[config.mk]
export PLATFORM = sky130hd
export DESIGN_NAME = wdc_watchdog
export DESIGN_NICKNAME = d
export VERILOG_FILES = /design/src/rtl/wdc_pkg.sv /design/src/rtl/wdc_watchdog.sv
export SDC_FILE = /design/constraint.sdc
export NUM_CORES = 1
export LEC_CHECK = 0
export BUFFER_PORTS_ARGS = -buffer_cell sky130_fd_sc_hd__buf_2
export CAP_MARGIN = 20
export CORE_ASPECT_RATIO = 1.75
export CORE_MARGIN = 2
export CORE_UTILIZATION = 45
export DETAILED_ROUTE_END_ITERATION = 16
export PLACE_DENSITY = 0.73
export RECOVER_POWER = 100
export SLEW_MARGIN = 20
export SYNTH_ARGS = -nofsm -noshare
export SYNTH_HDL_FRONTEND = slang
export SYNTH_SLANG_ARGS = --single-unit
[constraint.sdc]
create_clock -name core_clk -period 4.65 [get_ports core_clk]
set_clock_uncertainty 0.2 [all_clocks]
set_input_delay 0.2325 -clock core_clk [delete_from_list [all_inputs] [get_ports core_clk]]
set_output_delay 0.2325 -clock core_clk [all_outputs]
set_load 0.005 [all_outputs]
[src/rtl/wdc_pkg.sv]
// constants of the watchdog control block: register map, field layout, time-out table
// assumes one 10 MHz system clock; oscillator ticks arrive as a synchronous strobe
// Behaviour
// RL1 - reset_enable may be cleared or timeout_select changed only while change_unlock is set.
// RL2 - change_unlock clears itself four system clock cycles after it was written to one.
// RL3 - reset_enable reads and acts as one while the watchdog reset flag is set.
// RL4 - software clears the watchdog reset flag before it tries to clear reset_enable.
// RL5 - timeout_select has its top bit at position 5 and its low three bits at 2:0.
// RL6 - time-out is 2048 oscillator cycles at code zero, doubling up to 1048576 at nine.
// RL7 - a watchdog system reset goes out on the common reset vector, vector number 1.
// RL8 - software writes change_unlock and reset_enable high together, then the new values.
// RL9 - reset_enable and interrupt_enable pick stopped, interrupt, reset or both modes.
// RL10 - timeout_flag sets on an interrupt time-out, clears on vector fetch or written one.
// RL11 - with the always-on fuse programmed, reset mode is forced, interrupt off.
// RL12 - the counter restarts on a watchdog-reset instruction and times out at the period.
package wdc_pkg;
    localparam logic [7:0] CTRL_OFS = 8'h00; // control and status byte
    localparam logic [7:0] RSTS_OFS = 8'h04; // reset status register
    localparam logic [7:0] ISTAT_OFS = 8'h08; // sticky event status, read only
    localparam logic [7:0] ICLR_OFS = 8'h0c; // event clear, write one
    localparam logic [7:0] IEN_OFS = 8'h10; // event enable
    localparam int FLAG_BIT = 7;
    localparam int IE_BIT = 6;
    localparam int SEL3_BIT = 5;
    localparam int UNLK_BIT = 4;
    localparam int RE_BIT = 3;
    localparam int WRF_BIT = 3; // position inside reset status register
    localparam logic [7:0] CTRL_RST = 8'h00;
    localparam int UNLOCK_CYCLES = 4;
    localparam logic [3:0] SEL_MAX = 4'h9;
    localparam int BASE_LOG2 = 11; // 2048 cycles at code zero
    localparam logic [1:0] RESP_OKAY = 2'b00;
    localparam logic [1:0] RESP_SLVERR = 2'b10;
    localparam logic [7:0] RESET_VECTOR = 8'h01;
    typedef enum logic [1:0] {
        WDC_STOP = 2'b00,
        WDC_IRQ = 2'b01,
        WDC_RST = 2'b10,
        WDC_BOTH = 2'b11
    } wdc_mode_e;
endpackage

[src/rtl/wdc_watchdog.sv]
// watchdog control: AXI4-Lite slave, timed unlock, mode decode, time-out counter
// assumes osc_tick is a one-cycle strobe per oscillator cycle, synchronous to core_clk
module wdc_watchdog
    import wdc_pkg::*;
(
    input wire logic core_clk,
    input wire logic rst_b,
    input wire logic fuse_prog, // always-on fuse programmed
    input wire logic osc_tick,
    input wire logic wdr_pulse, // watchdog-reset instruction
    input wire logic vec_ack, // timeout interrupt vector executed
    input wire logic [7:0] s_axi_awaddr,
    input wire logic s_axi_awvalid,
    output logic s_axi_awready,
    input wire logic [31:0] s_axi_wdata,
    input wire logic [3:0] s_axi_wstrb,
    input wire logic s_axi_wvalid,
    output logic s_axi_wready,
    output logic [1:0] s_axi_bresp,
    output logic s_axi_bvalid,
    input wire logic s_axi_bready,
    input wire logic [7:0] s_axi_araddr,
    input wire logic s_axi_arvalid,
    output logic s_axi_arready,
    output logic [31:0] s_axi_rdata,
    output logic [1:0] s_axi_rresp,
    output logic s_axi_rvalid,
    input wire logic s_axi_rready,
    output logic irq,
    output logic wdt_irq_req,
    output logic sys_reset_req,
    output logic [7:0] reset_vector
);
    logic rstSync1_ff, rstSync2_ff, rstB;
    // two-flop release so the block leaves reset cleanly on a clock edge
    always_ff @(posedge core_clk or negedge rst_b) begin
        if (!rst_b) begin
            rstSync1_ff <= 1'b0;
            rstSync2_ff <= 1'b0;
        end else begin
            rstSync1_ff <= 1'b1;
            rstSync2_ff <= rstSync1_ff;
        end
    end
    assign rstB = rstSync2_ff;

    // write channel capture: address and data may arrive in either order
    logic awHeld_ff, wHeld_ff;
    logic [7:0] awAddr_ff;
    logic [31:0] wData_ff;
    logic [3:0] wStrb_ff;
    logic wrFire, wrCtrl, wrRsts, wrClr, wrEn, wrMapped, byte0;
    assign s_axi_awready = !awHeld_ff && !s_axi_bvalid;
    assign s_axi_wready = !wHeld_ff && !s_axi_bvalid;
    assign wrFire = awHeld_ff && wHeld_ff && !s_axi_bvalid;
    assign byte0 = wStrb_ff[0];
    assign wrCtrl = wrFire && byte0 && (awAddr_ff == CTRL_OFS);
    assign wrRsts = wrFire && byte0 && (awAddr_ff == RSTS_OFS);
    assign wrClr = wrFire && byte0 && (awAddr_ff == ICLR_OFS);
    assign wrEn = wrFire && byte0 && (awAddr_ff == IEN_OFS);
    assign wrMapped = (awAddr_ff == CTRL_OFS) || (awAddr_ff == RSTS_OFS) ||
                      (awAddr_ff == ISTAT_OFS) || (awAddr_ff == ICLR_OFS) ||
                      (awAddr_ff == IEN_OFS);

    always_ff @(posedge core_clk or negedge rstB) begin
        if (!rstB) begin
            awHeld_ff <= 1'b0;
            wHeld_ff <= 1'b0;
            awAddr_ff <= 8'h00;
            wData_ff <= 32'h0000_0000;
            wStrb_ff <= 4'h0;
            s_axi_bvalid <= 1'b0;
            s_axi_bresp <= RESP_OKAY;
        end else begin
            if (s_axi_awvalid && s_axi_awready) begin
                awHeld_ff <= 1'b1;
                awAddr_ff <= s_axi_awaddr;
            end
            if (s_axi_wvalid && s_axi_wready) begin
                wHeld_ff <= 1'b1;
                wData_ff <= s_axi_wdata;
                wStrb_ff <= s_axi_wstrb;
            end
            if (wrFire) begin
                awHeld_ff <= 1'b0;
                wHeld_ff <= 1'b0;
                s_axi_bvalid <= 1'b1;
                s_axi_bresp <= wrMapped ? RESP_OKAY : RESP_SLVERR;
            end else if (s_axi_bready) begin
                s_axi_bvalid <= 1'b0;
            end
        end
    end

    // control state
    logic flag_ff, ie_ff, re_ff, unlk_ff, wrf_ff, tmo_ff;
    logic [3:0] sel_ff;
    logic [2:0] unlkCnt_ff;
    logic [20:0] cnt_ff;
    logic [1:0] evSt_ff, evEn_ff;
    logic [7:0] wb;
    logic reEff, ieEff, timeout, flagSet, rstEvent, accessOk;
    wdc_mode_e mode;
    assign wb = wData_ff[7:0];
    assign accessOk = unlk_ff; // RL1
    assign reEff = re_ff || wrf_ff || fuse_prog; // RL3 RL11
    assign ieEff = ie_ff && !fuse_prog; // RL11
    assign mode = wdc_mode_e'({reEff, ieEff}); // RL9

    // period decode; reserved select codes behave as the longest period
    function automatic logic [20:0] period_of(input logic [3:0] sel);
        logic [3:0] s;
        s = (sel > SEL_MAX) ? SEL_MAX : sel;
        period_of = 21'(21'h1 << (BASE_LOG2 + int'(s)));
    endfunction
    assign timeout = osc_tick && (mode != WDC_STOP) &&
                     (cnt_ff == period_of(sel_ff) - 21'h1); // RL6 RL12
    assign flagSet = timeout && ((mode == WDC_IRQ) || (mode == WDC_BOTH && !flag_ff)); // RL10
    assign rstEvent = timeout && ((mode == WDC_RST) || (mode == WDC_BOTH && flag_ff)); // RL9

    // counter runs on oscillator ticks, restarts on the instruction or a time-out
    always_ff @(posedge core_clk or negedge rstB) begin
        if (!rstB) begin
            cnt_ff <= 21'h0;
        end else if (wdr_pulse || timeout || mode == WDC_STOP) begin
            cnt_ff <= 21'h0; // RL12
        end else if (osc_tick) begin
            cnt_ff <= cnt_ff + 21'h1;
        end
    end

    // register updates; hardware sets win over software clears
    always_ff @(posedge core_clk or negedge rstB) begin
        if (!rstB) begin
            flag_ff <= CTRL_RST[FLAG_BIT];
            ie_ff <= CTRL_RST[IE_BIT];
            re_ff <= CTRL_RST[RE_BIT];
            unlk_ff <= CTRL_RST[UNLK_BIT];
            sel_ff <= {CTRL_RST[SEL3_BIT], CTRL_RST[2:0]};
            unlkCnt_ff <= 3'h0;
            wrf_ff <= 1'b0;
            tmo_ff <= 1'b0;
            evSt_ff <= 2'b00;
            evEn_ff <= 2'b00;
        end else begin
            tmo_ff <= rstEvent;
            if (flagSet) begin
                flag_ff <= 1'b1;
            end else if (vec_ack || (wrCtrl && wb[FLAG_BIT])) begin
                flag_ff <= 1'b0; // RL10
            end
            if (vec_ack && mode == WDC_BOTH) begin
                ie_ff <= 1'b0; // back to reset mode after the serviced interrupt
            end else if (wrCtrl) begin
                ie_ff <= wb[IE_BIT];
            end
            if (wrCtrl) begin
                // setting reset_enable is always allowed, clearing needs unlock
                if (wb[RE_BIT] || accessOk) begin
                    re_ff <= wb[RE_BIT]; // RL1 RL8
                end
                if (accessOk) begin
                    sel_ff <= {wb[SEL3_BIT], wb[2:0]}; // RL1 RL5
                end
            end
            if (wrCtrl && wb[UNLK_BIT] && wb[RE_BIT]) begin
                unlk_ff <= 1'b1; // RL8
                unlkCnt_ff <= 3'(UNLOCK_CYCLES);
            end else if (unlkCnt_ff != 3'h0) begin
                unlkCnt_ff <= unlkCnt_ff - 3'h1;
                unlk_ff <= (unlkCnt_ff != 3'h1); // RL2
            end else if (wrCtrl) begin
                unlk_ff <= 1'b0;
            end
            if (rstEvent) begin
                wrf_ff <= 1'b1;
            end else if (wrRsts && !wb[WRF_BIT]) begin
                wrf_ff <= 1'b0; // RL4
            end
            if (wrEn) begin
                evEn_ff <= wb[1:0];
            end
            evSt_ff <= (evSt_ff & ~(wrClr ? wb[1:0] : 2'b00)) | {rstEvent, flagSet};
        end
    end

    assign irq = |(evSt_ff & evEn_ff);
    assign wdt_irq_req = flag_ff && ieEff;
    assign sys_reset_req = tmo_ff; // RL7
    assign reset_vector = RESET_VECTOR; // RL7

    // read channel
    logic [7:0] rdByte;
    assign rdByte = (s_axi_araddr == CTRL_OFS) ?
                        {flag_ff, ieEff, sel_ff[3], unlk_ff, reEff, sel_ff[2:0]} :
                    (s_axi_araddr == RSTS_OFS) ? {4'h0, wrf_ff, 3'h0} :
                    (s_axi_araddr == ISTAT_OFS) ? {6'h00, evSt_ff} :
                    (s_axi_araddr == IEN_OFS) ? {6'h00, evEn_ff} : 8'h00;
    assign s_axi_arready = !s_axi_rvalid;
    always_ff @(posedge core_clk or negedge rstB) begin
        if (!rstB) begin
            s_axi_rvalid <= 1'b0;
            s_axi_rdata <= 32'h0;
            s_axi_rresp <= RESP_OKAY;
        end else if (s_axi_arvalid && s_axi_arready) begin
            s_axi_rvalid <= 1'b1;
            s_axi_rdata <= {24'h0, rdByte};
            s_axi_rresp <= (s_axi_araddr == CTRL_OFS || s_axi_araddr == RSTS_OFS ||
                            s_axi_araddr == ISTAT_OFS || s_axi_araddr == ICLR_OFS ||
                            s_axi_araddr == IEN_OFS) ? RESP_OKAY : RESP_SLVERR;
        end else if (s_axi_rready) begin
            s_axi_rvalid <= 1'b0;
        end
    end

    // checks
    property p_unlock_close;
        @(posedge core_clk) disable iff (!rstB)
        (wrCtrl && wb[UNLK_BIT] && wb[RE_BIT]) |=> unlk_ff [*4] ##1 !unlk_ff;
    endproperty
    a_unlock_close: assert property (p_unlock_close) else $error("unlock window wrong"); // RL2
    property p_locked_sel;
        @(posedge core_clk) disable iff (!rstB)
        !unlk_ff |=> $stable(sel_ff);
    endproperty
    a_locked_sel: assert property (p_locked_sel) else $error("select changed locked"); // RL1
    // watched on the read data, so a broken read mux cannot hide behind reEff
    property p_flag_forces_re;
        @(posedge core_clk) disable iff (!rstB)
        (wrf_ff && s_axi_arvalid && s_axi_arready && s_axi_araddr == CTRL_OFS) |=>
            s_axi_rdata[RE_BIT];
    endproperty
    a_flag_forces_re: assert property (p_flag_forces_re) else $error("re not forced"); // RL3
    property p_fuse;
        @(posedge core_clk) disable iff (!rstB)
        fuse_prog |-> (mode == WDC_RST);
    endproperty
    a_fuse: assert property (p_fuse) else $error("fuse mode wrong"); // RL11
    property p_irq_flag;
        @(posedge core_clk) disable iff (!rstB)
        (timeout && mode == WDC_IRQ) |=> flag_ff;
    endproperty
    a_irq_flag: assert property (p_irq_flag) else $error("flag not set"); // RL10
    property p_reset_out;
        @(posedge core_clk) disable iff (!rstB)
        rstEvent |=> sys_reset_req && wrf_ff;
    endproperty
    a_reset_out: assert property (p_reset_out) else $error("reset not issued"); // RL7
    property p_wdr;
        @(posedge core_clk) disable iff (!rstB)
        wdr_pulse |=> cnt_ff == 21'h0;
    endproperty
    a_wdr: assert property (p_wdr) else $error("count not restarted"); // RL12
    property p_sel_map;
        @(posedge core_clk) disable iff (!rstB)
        (wrCtrl && unlk_ff) |=> sel_ff == {$past(wb[SEL3_BIT]), $past(wb[2:0])};
    endproperty
    a_sel_map: assert property (p_sel_map) else $error("select layout wrong"); // RL5
    c_timeout: cover property (@(posedge core_clk) disable iff (!rstB) timeout);
    c_reset: cover property (@(posedge core_clk) disable iff (!rstB) rstEvent);
    c_unlock: cover property (@(posedge core_clk) disable iff (!rstB) wrCtrl && unlk_ff);
endmodule

==> qor.txt <==
Status: complete, no violations
Core footprint: 0.00861 sq mm
FF-to-FF path depth: 5
Async S/R FF share, synth: 1.00
Average wire per cell in the routed design: 15.5 um
Top metal layer carrying routed signals: met4
Post-layout utilization of the core: 0.540
Crit path required time: 4.60 ns
Maximum clock frequency: 324 MHz
Fraction of final layout cells sized beyond drive strength 1: 0.175
Routed vias/inst: 5.31
Filler instances: 788
Final routed DRC violation total: 0
Number of antenna violations at the first check in global routing: 0
Wire length of the first global-routing pass: 15000 um
Total iterations of the first detailed-routing run: 4
Layout overhead on the synthesized area: 16.8%
Largest net degree at the start of global routing: 38
Net count of the finished layout: 528
Part of the Yosys area used for sequential elements: 0.446
Largest fanout on the critical path: 20
Total wirelength of the detailed-routed design: 9000 um
Nature of the critical path endpoint: flop
Horizontal die dimension: 75.1 um
Initial Util: 0.462
Leak: 2.07 nW
Sort of element at the start of the critical path: flop
Cell area after synthesis: 0.00398 sq mm
Post-placement cell area: 0.00418 sq mm
Power density cells: 428 mW/mm^2
Clock latency on the worst-skew pair: 0.34 ns
Slack of the worst reg-to-reg path: 1.57 ns
Worst slew pin tran: 1.26 ns
Maximum capacitance violations: 0
Sum Neg Setup Slack: 0 ns
Final setup slack of the worst path: 1.57 ns
Metal1 wirelength: 3190 um
Worst-case setup slack after placement: 1.82 ns
Primary flip-flop cell chosen by synthesis mapping: sky130_fd_sc_hd__dfrtp_1
Vias: 3085
HP Class: primary input to asynchronous set/reset pin
Max-slew violation count: 0
GPL Wtd Cong: 0.805
Num CTS Buffers: 9
Worst Setup Path Type: flop to flop
Post-synthesis instance total: 391
ANT cells: 0
R2R Path End: cnt_ff[11]
Number of H-tree branching levels: 3
Number of global-route vias before repair: 3127
Antenna Nets Post-Route: 0
CTS max path bufs: 2
CTS sink cnt: 71
Hold Vio Cnt, Final: 0
Number of gates given a new drive strength after cts: 0
Seq cells post-synth: 71
Post-synthesis area per instance: 10.2 sq um
Final Cycle Share: 0.663
GR Overflow Total: 0
Overall track demand over capacity in global routing: 0.206
Register clock-pin slew on the reported worst setup and hold paths: 0.05 ns
Number of synthesis warnings: 0
Worst max-slew margin expressed relative to the limit: 0.159
Arrival time at the worst endpoint: 3.04 ns
Post-layout min period: 3.08 ns
Routed wire length on met2: 5190 um
Count of distinct cell types in the synthesized netlist: 59
Reg2Reg Launch Point: sel_ff[3]
DRC violation total after the first TritonRoute iteration: 140
IR Drop Worst-Case VDD: 0.000362 V
FP Rows: 45
Die Area: 0.00965 sq mm
I/O pin count: 115
HPWL Detailed: 6600 um
EDFF count, synth: 0
Final setup violation count: 0
PortBufs: 53
Non-Filler Cell Area, Final: 0.00465 sq mm
Unrepaired setup endpoints after global routing: no
Clock tree from TritonCTS: done
Die Ht: 128 um
Met3 WL post-DR: 427 um
Design Power: 1.99 mW
Clock root buffer: sky130_fd_sc_hd__clkbuf_16
[synth_stat cells, types with 7 or more instances]
master / instances / area, sq um
sky130_fd_sc_hd__a211oi_1: 17 / 128
sky130_fd_sc_hd__a21oi_1: 8 / 40.0
sky130_fd_sc_hd__a22o_1: 8 / 70.1
sky130_fd_sc_hd__buf_2: 9 / 45.0
sky130_fd_sc_hd__buf_4: 35 / 263
sky130_fd_sc_hd__clkbuf_1: 7 / 26.3
sky130_fd_sc_hd__dfrtp_1: 71 / 1780
sky130_fd_sc_hd__inv_1: 14 / 52.6
sky130_fd_sc_hd__mux2_2: 20 / 225
sky130_fd_sc_hd__nand2_1: 20 / 75.1
sky130_fd_sc_hd__nand3_1: 9 / 45.0
sky130_fd_sc_hd__nor2_1: 25 / 93.8
sky130_fd_sc_hd__nor2b_1: 9 / 56.3
sky130_fd_sc_hd__nor4_1: 7 / 43.8
sky130_fd_sc_hd__o21ai_0: 15 / 75.1
sky130_fd_sc_hd__xnor2_1: 15 / 131
[layer usage]
| layer | global-route usage | up-vias |
|---|---|---|
| met4 | 0.0725 | 0 |
| met1 | 0.216 | 1510 |
| li1 | - | 1471 |
| met5 | 0 | - |
| met3 | 0.0540 | 18 |
| met2 | 0.380 | 86 |
[flip-flops by register name, summed over array words and instances, names as in the netlist, 2 cells and up]
name,cells
unlkCnt_ff,3
s_axi_rdata,8
sel_ff,4
evEn_ff,2
awAddr_ff,8
cnt_ff,21
wData_ff,8
evSt_ff,2
[layout make-up]
cell class                      count  area (sq um)  share of cell area
Clock buffer                       12           256              0.0551
Tap cell                          117           146              0.0315
Sequential cell                    71          1780               0.382
Clock inverter                      3          42.5             0.00914
Timing Repair Buffer               78           489               0.105
Multi-Input combinational cell    286          1890               0.406
Inverter                           14          52.6              0.0113
[how the worst max path moves through the flow]
stage	start	to	slack, ns	cells after the start
after global placement	sel_ff[3]	cnt_ff[16]	1.85	5
final	sel_ff[3]	cnt_ff[11]	1.57	5
after CTS	sel_ff[3]	cnt_ff[11]	1.81	5
after global routing	sel_ff[3]	cnt_ff[12]	1.35	5
after detailed placement	sel_ff[3]	cnt_ff[12]	1.82	5
after floorplan	rstB	accessOk	2.33	0
[power by group]
group / switching [mW] / leakage (nW) / total [mW] / internal [mW]
Sequential: 0.112 / 0.911 / 0.858 / 0.747
Clock: 0.247 / 0.145 / 0.688 / 0.440
Combinational: 0.224 / 1.02 / 0.446 / 0.221
Total: 0.583 / 2.07 / 1.99 / 1.41
[cells in the final DEF, fill, tap and decap left out, types with 8 or more instances in the layout]
| cell type | n |
|---|---|
| sky130_fd_sc_hd__nand3_1 | 10 |
| sky130_fd_sc_hd__dfrtp_1 | 71 |
| sky130_fd_sc_hd__buf_2 | 39 |
| sky130_fd_sc_hd__conb_1 | 37 |
| sky130_fd_sc_hd__inv_1 | 14 |
| sky130_fd_sc_hd__dlygate4sd3_1 | 22 |
| sky130_fd_sc_hd__mux2_2 | 20 |
| sky130_fd_sc_hd__a21oi_1 | 8 |
| sky130_fd_sc_hd__xnor2_1 | 15 |
| sky130_fd_sc_hd__nor2_1 | 25 |
| sky130_fd_sc_hd__a22o_1 | 8 |
| sky130_fd_sc_hd__nand2_1 | 21 |
| sky130_fd_sc_hd__o21ai_0 | 19 |
| sky130_fd_sc_hd__clkbuf_16 | 9 |
| sky130_fd_sc_hd__a211oi_1 | 17 |
| sky130_fd_sc_hd__nor2b_1 | 9 |
| sky130_fd_sc_hd__clkbuf_1 | 14 |
[repair_timing]
action,CTS,global route
hold buffers,22,0
setup buffers,0,0
hold endpoints to repair,25,0
[critical path, cell delays in order (launching register included)]
cell and delay, ns:
sky130_fd_sc_hd__dfrtp_1 0.60, sky130_fd_sc_hd__or4_1 0.55, sky130_fd_sc_hd__a21o_1 0.22, sky130_fd_sc_hd__a2111oi_4 0.68, sky130_fd_sc_hd__clkbuf_1 0.47, sky130_fd_sc_hd__a211oi_1 0.17
[logic make-up (layout without fill, tap and decap cells)]
kind of cell | Yosys count | after routing | share of synthesized area
other | 2 | 37 | 0.00189
adders and majority gates | 5 | 5 | 0.0157
and+or+nand+nor | 115 | 115 | 0.163
buffers and inverters | 69 | 107 | 0.107
xor gates and xnor gates | 21 | 21 | 0.0462
muxes | 26 | 26 | 0.0719
AOI/OAI and AO/OA | 82 | 82 | 0.149
DFF | 71 | 71 | 0.446
[metrics by stage]
stage	std cells	hold WS (ns)
floorplan	426	-0.263
global placement	544	-0.181
detailed placement	544	-0.180
CTS	581	0.00432
global route	581	0.0436
finish	581	0.0329
Note: power is estimated with default switching activity, not from simulation.
